`src/core/tx_ring_regs.svh`:
```
// register offsets, descriptor field positions and reset values
// assumes inclusion by bare name from the ring engine and the bench
`ifndef TX_RING_REGS_SVH
`define TX_RING_REGS_SVH

// register port offsets
`define REG_CTRL 8'h00
`define REG_BASE_LO 8'h04
`define REG_BASE_HI 8'h08
`define REG_STATUS 8'h0C
`define REG_LAST_ERR 8'h10

// control register bits
`define CTRL_TXON 0
`define CTRL_INIT 1
`define CTRL_ONE_TRY 2

// status word (word 1) bits
`define W1_OWN 15
`define W1_ERR 14
`define W1_RESV 13
`define W1_FIRST 9
`define W1_LAST 8

// error word (word 3) bits
`define W3_BUF_ERR 15
`define W3_UNDER 14
`define W3_RESV 13
`define W3_LATE 12
`define W3_CARRIER 11
`define W3_RETRY 10

// descriptor word byte offsets inside an eight-byte descriptor
`define DW_ADDR 24'h00_0000
`define DW_STAT 24'h00_0002
`define DW_SIZE 24'h00_0004
`define DW_ERR 24'h00_0006

// reset values
`define BASE_RST 24'h00_0000
`define LOG2_RST 3'h0

`endif

```
`src/core/tx_ring_pkg.sv`:
```
// types shared by the transmit descriptor ring engine
// assumes nothing beyond a SystemVerilog compiler
package tx_ring_pkg;

    // one-hot engine states
    typedef enum logic [9:0] {
        S_IDLE = 10'h001,
        S_POLL = 10'h002,
        S_RD_ADDR = 10'h004,
        S_RD_SIZE = 10'h008,
        S_LK_STAT = 10'h010,
        S_LK_ADDR = 10'h020,
        S_LK_SIZE = 10'h040,
        S_XMIT = 10'h080,
        S_WR_ERR = 10'h100,
        S_WR_STAT = 10'h200
    } fsm_t;

    // one word access to the shared buffer memory
    typedef struct packed {
        logic req;
        logic we;
        logic [23:0] addr;
        logic [15:0] wdata;
    } mem_req_t;

    // whole state of the engine
    typedef struct packed {
        fsm_t st;
        logic [7:0] ptr;
        logic [15:0] w0;
        logic [15:0] w1;
        logic [15:0] w2;
        logic [15:0] n0;
        logic [15:0] n1;
        logic [15:0] n2;
        logic nxt_ok;
        logic chain;
        logic buf_done;
        logic buf_valid;
        logic buf_err;
        logic und_err;
        logic late_col;
        logic car_lost;
        logic rty_out;
        logic [4:0] tries;
        logic [9:0] col_cnt;
        logic col_run;
        logic abort;
        logic tx_on;
        logic one_try;
        logic [23:0] base;
        logic [2:0] ring_log2;
        logic [15:0] rdata;
        logic [15:0] last_err;
    } state_t;

endpackage : tx_ring_pkg

```
`src/core/tx_desc_ring_engine.sv`:
```
// transmit descriptor ring engine: polls, prefetches, chains and returns descriptors
// assumes a one-word memory port with ack, and a transmitter that reports its events
`timescale 1ns/10ps
`include "tx_ring_regs.svh"

module tx_desc_ring_engine #(
    parameter logic [4:0] RETRIES = 5'h10
) (
    // clock and reset
    input wire logic clk,
    input wire logic resetn,
    // register port
    input wire logic [7:0] reg_addr,
    input wire logic [15:0] reg_wdata,
    input wire logic reg_wr,
    input wire logic reg_rd,
    output logic [15:0] reg_rdata,
    // shared buffer memory
    output tx_ring_pkg::mem_req_t mem,
    input wire logic mem_ack,
    input wire logic [15:0] mem_rdata,
    // buffer hand-off to the data fetcher
    output logic buf_valid,
    output logic [23:0] buf_addr,
    output logic [11:0] buf_len,
    output logic buf_last,
    input wire logic buf_done,
    // transmitter events
    input wire logic tx_attempt_start,
    input wire logic tx_sending,
    input wire logic carrier_present,
    input wire logic tx_collision,
    input wire logic tx_late_collision,
    input wire logic fifo_empty,
    input wire logic tx_complete,
    output logic tx_abort,
    // receive ring guard
    input wire logic rx_desc_owned,
    output logic rx_accept
);

    tx_ring_pkg::state_t s;
    tx_ring_pkg::state_t next_s;
    logic [7:0] ptr_mask;
    logic [7:0] ptr_next;
    logic txing;
    logic err_any;
    logic [4:0] limit;
    logic [15:0] err_word;

    // descriptor byte address for a ring index and word offset
    function automatic logic [23:0] desc_addr(input logic [23:0] base, input logic [7:0] idx,
                                              input logic [23:0] word);
        desc_addr = 24'(base + {13'h0000, idx, 3'h0} + word);
    endfunction : desc_addr

    // ring wrap and shared status terms
    assign ptr_mask = 8'(({1'b0, 8'h01} << s.ring_log2) - 9'h001);
    assign ptr_next = 8'(s.ptr + 8'h01) & ptr_mask;
    assign txing = (s.st == tx_ring_pkg::S_LK_STAT) || (s.st == tx_ring_pkg::S_LK_ADDR) ||
                   (s.st == tx_ring_pkg::S_LK_SIZE) || (s.st == tx_ring_pkg::S_XMIT);
    assign err_any = s.late_col | s.car_lost | s.und_err | s.rty_out;
    assign limit = s.one_try ? 5'h01 : RETRIES;
    assign err_word = {s.buf_err, s.und_err, 1'b0, s.late_col, s.car_lost, s.rty_out, s.col_cnt};

    // memory access follows the registered state
    always_comb begin
        mem.req = 1'b1;
        mem.we = 1'b0;
        mem.wdata = 16'h0000;
        mem.addr = desc_addr(s.base, s.ptr, `DW_STAT);
        unique case (s.st)
            tx_ring_pkg::S_POLL: mem.addr = desc_addr(s.base, s.ptr, `DW_STAT);
            tx_ring_pkg::S_RD_ADDR: mem.addr = desc_addr(s.base, s.ptr, `DW_ADDR);
            tx_ring_pkg::S_RD_SIZE: mem.addr = desc_addr(s.base, s.ptr, `DW_SIZE);
            tx_ring_pkg::S_LK_STAT: mem.addr = desc_addr(s.base, ptr_next, `DW_STAT);
            tx_ring_pkg::S_LK_ADDR: mem.addr = desc_addr(s.base, ptr_next, `DW_ADDR);
            tx_ring_pkg::S_LK_SIZE: mem.addr = desc_addr(s.base, ptr_next, `DW_SIZE);
            tx_ring_pkg::S_WR_ERR: begin
                mem.we = 1'b1;
                mem.addr = desc_addr(s.base, s.ptr, `DW_ERR);
                mem.wdata = err_word;
            end
            tx_ring_pkg::S_WR_STAT: begin
                // ownership cleared in the same word as the summary
                mem.we = 1'b1;
                mem.wdata = {1'b0, err_any, 1'b0, s.w1[12:0]};
            end
            tx_ring_pkg::S_IDLE, tx_ring_pkg::S_XMIT: mem.req = 1'b0;
        endcase
    end

    // next state of the engine
    always_comb begin
        next_s = s;
        next_s.abort = 1'b0;
        next_s.buf_valid = 1'b0;
        next_s.rdata = 16'h0000;
        // register reads answer one cycle later
        if (reg_rd) begin
            unique case (reg_addr)
                `REG_CTRL: next_s.rdata = {13'h0000, s.one_try, 1'b0, s.tx_on};
                `REG_BASE_LO: next_s.rdata = s.base[15:0];
                `REG_BASE_HI: next_s.rdata = {5'h00, s.ring_log2, s.base[23:16]};
                `REG_STATUS: next_s.rdata = {s.ptr, 7'h00, (s.st != tx_ring_pkg::S_IDLE)};
                `REG_LAST_ERR: next_s.rdata = s.last_err;
                default: next_s.rdata = 16'h0000;
            endcase
        end
        // register writes
        if (reg_wr) begin
            unique case (reg_addr)
                `REG_CTRL: begin
                    next_s.tx_on = reg_wdata[`CTRL_TXON];
                    next_s.one_try = reg_wdata[`CTRL_ONE_TRY];
                    if (reg_wdata[`CTRL_INIT] && (s.st == tx_ring_pkg::S_IDLE)) begin
                        next_s.ptr = 8'h00;
                    end
                end
                `REG_BASE_LO: next_s.base[15:0] = reg_wdata;
                `REG_BASE_HI: begin
                    next_s.base[23:16] = reg_wdata[7:0];
                    next_s.ring_log2 = reg_wdata[10:8];
                end
                default: begin
                end
            endcase
        end
        // transmitter events while a packet is in flight
        if (txing) begin
            if (buf_done) begin
                next_s.buf_done = 1'b1;
            end
            if (tx_attempt_start) begin
                next_s.col_cnt = 10'h000;
                next_s.col_run = 1'b1;
            end else if (s.col_run) begin
                next_s.col_cnt = 10'(s.col_cnt + 10'h001);
            end
            if (tx_late_collision) begin
                next_s.late_col = 1'b1;
                next_s.abort = 1'b1;
                next_s.col_run = 1'b0;
            end else if (tx_collision) begin
                next_s.col_run = 1'b0;
                next_s.tries = 5'(s.tries + 5'h01);
                if (5'(s.tries + 5'h01) >= limit) begin
                    next_s.rty_out = 1'b1;
                    next_s.abort = 1'b1;
                end
            end
            if (tx_sending && !carrier_present) begin
                next_s.car_lost = 1'b1;
                next_s.abort = 1'b1;
            end
            if (fifo_empty && !s.buf_done && !buf_done) begin
                next_s.und_err = 1'b1;
                next_s.abort = 1'b1;
            end
        end
        // descriptor walk
        unique case (s.st)
            tx_ring_pkg::S_IDLE: begin
                if (s.tx_on) begin
                    next_s.st = tx_ring_pkg::S_POLL;
                end
            end
            tx_ring_pkg::S_POLL: begin
                if (mem_ack) begin
                    next_s.w1 = mem_rdata;
                    next_s.chain = 1'b0;
                    if (!mem_rdata[`W1_OWN]) begin
                        next_s.st = tx_ring_pkg::S_IDLE;
                    end else begin
                        {next_s.buf_err, next_s.und_err, next_s.late_col, next_s.car_lost, next_s.rty_out} = 5'h00;
                        next_s.tries = 5'h00;
                        next_s.col_cnt = 10'h000;
                        next_s.col_run = 1'b0;
                        // a stray buffer without a start flag goes back unsent, its summary clean
                        next_s.st = mem_rdata[`W1_FIRST] ? tx_ring_pkg::S_RD_ADDR : tx_ring_pkg::S_WR_STAT;
                    end
                end
            end
            tx_ring_pkg::S_RD_ADDR: begin
                if (mem_ack) begin
                    next_s.w0 = mem_rdata;
                    next_s.st = tx_ring_pkg::S_RD_SIZE;
                end
            end
            tx_ring_pkg::S_RD_SIZE: begin
                if (mem_ack) begin
                    next_s.w2 = mem_rdata;
                    next_s.buf_valid = 1'b1;
                    next_s.buf_done = 1'b0;
                    next_s.nxt_ok = 1'b0;
                    next_s.st = s.w1[`W1_LAST] ? tx_ring_pkg::S_XMIT : tx_ring_pkg::S_LK_STAT;
                end
            end
            tx_ring_pkg::S_LK_STAT: begin
                if (mem_ack) begin
                    next_s.n1 = mem_rdata;
                    next_s.st = mem_rdata[`W1_OWN] ? tx_ring_pkg::S_LK_ADDR : tx_ring_pkg::S_XMIT;
                end
            end
            tx_ring_pkg::S_LK_ADDR: begin
                if (mem_ack) begin
                    next_s.n0 = mem_rdata;
                    next_s.st = tx_ring_pkg::S_LK_SIZE;
                end
            end
            tx_ring_pkg::S_LK_SIZE: begin
                if (mem_ack) begin
                    next_s.n2 = mem_rdata;
                    next_s.nxt_ok = 1'b1;
                    next_s.st = tx_ring_pkg::S_XMIT;
                end
            end
            tx_ring_pkg::S_XMIT: begin
                if (err_any && !s.buf_err) begin
                    next_s.st = tx_ring_pkg::S_WR_ERR; // error word written only on error
                end else if (s.buf_err) begin
                    if (fifo_empty || tx_complete) begin
                        next_s.st = tx_ring_pkg::S_WR_ERR; // fifo drained after buffer error
                    end
                end else if (tx_complete) begin
                    next_s.st = tx_ring_pkg::S_WR_STAT;
                end else if (s.buf_done && !s.w1[`W1_LAST]) begin
                    if (s.nxt_ok) begin
                        next_s.chain = 1'b1;
                        next_s.st = tx_ring_pkg::S_WR_STAT;
                    end else begin
                        next_s.buf_err = 1'b1;
                        next_s.und_err = 1'b1;
                    end
                end
            end
            tx_ring_pkg::S_WR_ERR: begin
                if (mem_ack) begin
                    next_s.last_err = err_word;
                    next_s.st = tx_ring_pkg::S_WR_STAT;
                end
            end
            tx_ring_pkg::S_WR_STAT: begin
                if (mem_ack) begin
                    next_s.ptr = ptr_next;
                    if (s.chain) begin
                        next_s.chain = 1'b0;
                        next_s.w0 = s.n0;
                        next_s.w1 = s.n1;
                        next_s.w2 = s.n2;
                        next_s.nxt_ok = 1'b0;
                        next_s.buf_done = 1'b0;
                        next_s.buf_valid = 1'b1;
                        next_s.st = s.n1[`W1_LAST] ? tx_ring_pkg::S_XMIT : tx_ring_pkg::S_LK_STAT;
                    end else begin
                        next_s.st = tx_ring_pkg::S_IDLE;
                    end
                end
            end
        endcase
    end

    // state register
    always_ff @(posedge clk or negedge resetn) begin
        if (!resetn) begin
            s <= '0;
            s.st <= tx_ring_pkg::S_IDLE;
            s.base <= `BASE_RST;
            s.ring_log2 <= `LOG2_RST;
        end else begin
            s <= next_s;
        end
    end

    // outputs
    assign reg_rdata = s.rdata;
    assign buf_valid = s.buf_valid;
    assign buf_addr = {s.w1[7:0], s.w0};
    assign buf_len = 12'(12'h000 - s.w2[11:0]);
    assign buf_last = s.w1[`W1_LAST];
    assign tx_abort = s.abort;
    assign rx_accept = rx_desc_owned;
endmodule : tx_desc_ring_engine

```
`config.mk`:
```
export PLATFORM = sky130hd
export DESIGN_NAME = tx_desc_ring_engine
export DESIGN_NICKNAME = d
export VERILOG_FILES = /design/src/core/tx_ring_pkg.sv /design/src/core/tx_desc_ring_engine.sv
export VERILOG_INCLUDE_DIRS = /design/src /design/src/core
export SDC_FILE = /design/constraint.sdc
export NUM_CORES = 1
export LEC_CHECK = 0
export BUFFER_PORTS_ARGS = -buffer_cell sky130_fd_sc_hd__buf_2
export CORE_ASPECT_RATIO = 0.7
export CORE_MARGIN = 2
export CORE_UTILIZATION = 60
export DETAILED_ROUTE_END_ITERATION = 8
export PLACE_DENSITY_LB_ADDON = 0.2
export SYNTH_ARGS = -nofsm -noshare
export SYNTH_HDL_FRONTEND = slang
export SYNTH_SLANG_ARGS = --single-unit
```
`constraint.sdc`:
```
create_clock -name clk -period 7.4 [get_ports clk]
set_input_delay 1.48 -clock clk [delete_from_list [all_inputs] [get_ports clk]]
set_output_delay 1.48 -clock clk [all_outputs]
set_load 0.005 [all_outputs]
```
Word level (Yosys, flattened, before mapping)
Cells that the tools add are included.
{ "totals": {"inputBits": 54, "output_inout_bits": 98, "ff_bits": 193, "wordCells": 195} }
{ "classes": {"addsub": 12, "mux": 77, "n_eq_ne": 34, "magnitude_cmp": 1, "bitwise_logic": 4, "shift": 1, "reduce_logical": 38} }
{ "op_table": {"columns": ["op", "count"], "rows": [
  ["two-way mux 10 bit", 18],
  ["one-hot mux 24 bit (6 select lines)", 1],
  ["one-hot mux 10 bit (10 select lines)", 1],
  ["one-hot mux 16 bit (5 select lines)", 1],
  ["adder 24 x 3 -> 24 bit, second input constant", 3],
  ["two-way mux 66 bit", 1],
  ["two-way mux 8 bit", 8],
  ["one-hot mux 16 bit (2 select lines)", 2],
  ["two-way mux 21 bit", 3],
  ["adder 24 x 11 -> 24 bit", 2],
  ["adder 24 x 2 -> 24 bit, second input constant", 2],
  ["two-way mux 48 bit", 1],
  ["two-way mux 16 bit", 2],
  ["!= test 2 bit, second input constant", 15],
  ["one-hot mux 13 bit (2 select lines)", 1],
  ["one-hot mux 12 bit (2 select lines)", 1],
  ["two-way mux 1 bit", 19],
  ["two-way mux 19 bit", 1],
  ["equality test 8 x 4 -> 1 bit, second input constant", 2],
  ["two-way mux 2 bit", 8],
  ["AND reduction 4 bit", 4],
  ["AND reduction 2 bit", 7],
  ["two-way mux 6 bit", 2],
  ["AND reduction 12 bit", 1],
  ["39 further kinds", 61]
]} }

Logic depth before layout (Yosys ltp)
{ "logic_depth": {"depth_word": 14, "ltp_mapped": 20, "depth_no_buf": 16} }

Worst setup path after synthesis
Ideal clock, no wire load.
{ "synth_path": {"path_type": "reg2out", "start": "register s[32] in the netlist's numbering", "end": "output port mem[36] in the netlist's numbering", "arrival_ns": 4.222, "path_slack_ns": 1.698, "required_ns": 5.920, "path_buffers": 2, "stages_incl_launch_ff": 18, "cell_sequence": "dfrtp_1 > clkbuf_1 > or3_1 > ha_1 > xnor2_1 > nand3_1 > a21oi_1 > ha_1 > buf_2 > a2111oi_0 > o21ai_2 > a211oi_2 > o31ai_1 > a221oi_2 > o2111ai_2 > or4_1 > a21oi_1 > a211o_1"} }
{ "synth_rtl": {"columns": ["item", "line", "source"], "rows": [
  ["start, declared", "tx_desc_ring_engine.sv:42", "tx_ring_pkg::state_t s;"],
  ["start signal, assigned", "tx_desc_ring_engine.sv:271", "s <= next_s;"],
  ["end, declared", "tx_desc_ring_engine.sv:19", "output tx_ring_pkg::mem_req_t mem,"]
]} }

==> summary.md <==
| Metric | Value |
|---|---|
| Status | completed |
| Clock skew | between 10 and 15 ps |
| Fraction of post-synthesis cell area in the top cell type by area | 35.62% |
| Relative max-transition margin | 17.81% |
| Number of buffers inserted by hold repair at cts | 0 |
| Setup TNS | 0 ps |
| Initial drt markers | ~1800 |
| Total area of multi-input combinational cells | roughly 7600 µm² |
| Setup WS post-layout | around 300 ps |
| Floorplan Core Area | roughly 21000 µm² |
| Global route overflow | 0 |
| Reg2Reg Setup Slack | slightly above 3000 ps |
| Post-route antenna net violation count | 0 |
| Post-synth design cell area | between 10000 and 15000 µm² |
| Clk slew on worst S/H paths | around 80 ps |
| Pre-CTS setup slack | just under 1000 ps |
| Count of pins on the block boundary | ~150 |
| Fmax achieved | around 0.14 GHz |
| Worst IR drop on VDD | 164.9 µV |
| Sequential cell area | 4656 µm² |
| Layout Area Growth over Synthesis | 9.058% |
| Clock tree root buffer cell | sky130_fd_sc_hd__clkbuf_16 |
| Predominant post-synthesis flop cell | sky130_fd_sc_hd__dfrtp_1 |
| Die Width | about 180 µm |
| Most area-hungry cell type in the Yosys netlist | sky130_fd_sc_hd__dfrtp_1 |
| RSZ-0062 raised after global routing | false |
| Setup bufs post-CTS | 0 |
| Endpoint class of the critical path | primary output |
| Number of clock sinks | ~190 |
| Clock insertion delay at the later pin of the skew report | approximately 440 ps |
| Overall routing resource usage | between 30 and 40% |
| Crit. Startpoint | s[34] |
| Fill cell count | roughly 1800 |
| Arrival time of the worst setup path | ~5600 ps |
| Number of max-cap violations | 0 |
| CP required | 5920 ps |
| Row Count | between 40 and 50 |
| IO Port Bufs | around 150 |
| Routability Congestion | roughly 1.0 |
| Minimum period implied by the final worst setup slack | around 7100 ps |
| DPL Wire Length | 30640 µm |
| Async S/R FF share, synth | 100.0% |
| Launch instance of the worst register-to-register path | s[191] |
| Final hold violations | 0 |
| TritonCTS clock tree | built |
| Fraction of final layout cells with drive strength greater than 1 | between 20% and 30% |
| Power Dens Cells | 218.8 nW/µm² |
| Global-route wire length before repair | around 64000 µm |
| Transition time at the pin with the least slew margin | around 1200 ps |
| Number of cells on the worst reg-to-reg path | 8 |
| Initial core utilization | about three fifths |
| Count of vias placed by the detailed router | 11939 |
| Post-synthesis sequential area ratio | between 30 and 40% |
| Most repeated cell in the gate-level netlist after synthesis | sky130_fd_sc_hd__dfrtp_1 |
| Yosys cell types | 91 |
| H-tree depth reported by CTS | 4 |
| DR pass1 iterations | 7 |
| Share of the clock period used by the worst path | about 96% |
| Antenna Diode Count | 0 |
| CP startpoint kind | flop |
| Total of warnings raised by yosys | 0 |
| Largest net degree at the start of global routing | 135 |
| NumNets Final | about 1600 |
| Cell types with the largest area share after synthesis | sky130_fd_sc_hd__dfrtp_1, sky130_fd_sc_hd__mux2_2, sky130_fd_sc_hd__xnor2_1, sky130_fd_sc_hd__xor2_1, sky130_fd_sc_hd__nand2_1 |
| Hold-critical path depth | 2 |
| Drt wl/cell | roughly 24 µm |
| Reg2reg end | s[131] |
| Beginning of the worst hold path | buf_addr[9] |
| EDFF count, synth | 0 |
| Number of instances in the synthesized netlist | approximately 1400 |
| Mean area per synthesized cell | between 9 and 10 µm² |
| Setup violators final | 0 |
| Floorplan die height | about 130 µm |
| Area of the die | ~23000 µm² |
| Maximum fanout encountered on the critical timing path | 11 |
| Final slew viol count | 0 |
| Final wirelength | about 42000 µm |
| Maximum clock insertion buffer count | 2 |
| Residual DRC | 0 |
| Post-synthesis sequential element count | roughly 190 |
| Initial antenna violation count | 0 |
| HP Class | reg -> reg |
| Top cells by count, synth | sky130_fd_sc_hd__dfrtp_1, sky130_fd_sc_hd__nand2_1, sky130_fd_sc_hd__nor2_1 |
| Type of the worst setup path | reg -> out |
| CTS resizes | 0 |
| Total leakage power | 6.243 nW |
| Num CTS Buffers | 17 |
| Vias in the first global route | ~11000 |
| Ratio of routed vias to standard cells | 6.760 |
| Hold Crit Endpoint | buf_addr[9] |
## worst max-delay path by stage
stage                         end  depth (start not counted)
after global routing      mem[35]                         16
after CTS                 mem[37]                         16
after detailed placement  mem[37]                         16
after floorplan           mem[36]                         17
final                     mem[37]                         16
after global placement    mem[38]                         14
## where the power goes
part           switching, mW  internal (mW)
sequential             0.152           1.16
clock                  0.479          0.463
combinational          0.503          0.343
total                   1.13           1.97
## cells in the final DEF, fill, tap and decap left out, drive strengths merged, types with 23 or more instances in the layout
cell type / n
o21ai: 88
xor2: 53
nand3: 42
inv: 25
nor2: 101
a21oi: 55
buf: 164
and3: 25
mux2: 90
nand2: 122
ha: 26
nand4: 23
dfrtp: 185
nor3: 33
xnor2: 67
a22oi: 50
## kinds of logic after synthesis
logic type / after synthesis / synth area share, %
and+or+nand+nor: 463 / 18.66
xor gates and xnor gates: 120 / 8.086
buffers and inverters: 153 / 5.862
other: 1 / 0.02885
muxes: 94 / 8.106
adders and majority gates: 29 / 2.965
DFF: 186 / 35.82
AOI/OAI and AO/OA: 374 / 20.48
## state kept, by name, summed over array words and instances (netlist names)
name       count
buf_valid      1
reg_rdata     16
buf_last       1
err_word      15
s            128
tx_abort       1
buf_addr      24
## area by class of cell
type                            instances  area share [%]
Clock buffer                           17           3.001
Timing Repair Buffer                  165           6.188
Sequential cell                       186           32.85
Tap cell                              282           2.489
Clock inverter                         15           1.359
Inverter                               19          0.5031
Multi-Input combinational cell       1082           53.61
## per-stage QoR
| step | cells | util [%] | power (mW) | area [µm²] | hold WS, ps |
|---|---|---|---|---|---|
| after detailed placement | 1734 | 63.20 | 2.151 | 13560 | 464.7 |
| final | 1766 | 66.08 | 3.102 | 14170 | 472.3 |
| after global routing | 1766 | 66.08 | 3.251 | 14170 | 513.9 |
| after global placement | 1734 | 63.20 | 2.127 | 13560 | 456.7 |
| after floorplan | 1421 | - | 1.885 | 13000 | 450.2 |
| after CTS | 1766 | 66.08 | 3.091 | 14170 | 481.3 |
## layer usage
metal  vias up  global-route usage, %  routed length [µm]
met5         -                  2.105                  64
met4         2                  6.839                 551
li1       5319                      -                   -
met3        51                  14.77                5980
met1      5806                  56.65               19250
met2       761                  44.71               15880
## worst max-delay path, cell delays in order, from the launching register on
cell	delay (ps)
sky130_fd_sc_hd__dfrtp_1	500
sky130_fd_sc_hd__or3_1	440
sky130_fd_sc_hd__ha_1	290
sky130_fd_sc_hd__xnor2_1	160
sky130_fd_sc_hd__nand3_1	90
sky130_fd_sc_hd__a21oi_1	260
sky130_fd_sc_hd__ha_1	400
sky130_fd_sc_hd__a2111oi_0	580
sky130_fd_sc_hd__o21ai_2	240
sky130_fd_sc_hd__a211oi_1	540
sky130_fd_sc_hd__nand2b_1	310
sky130_fd_sc_hd__nor3_1	140
sky130_fd_sc_hd__o2111ai_1	600
sky130_fd_sc_hd__nor3_1	140
sky130_fd_sc_hd__xor2_1	180
sky130_fd_sc_hd__o211ai_1	170
sky130_fd_sc_hd__buf_2	140
(Power assumes the default switching activity.)
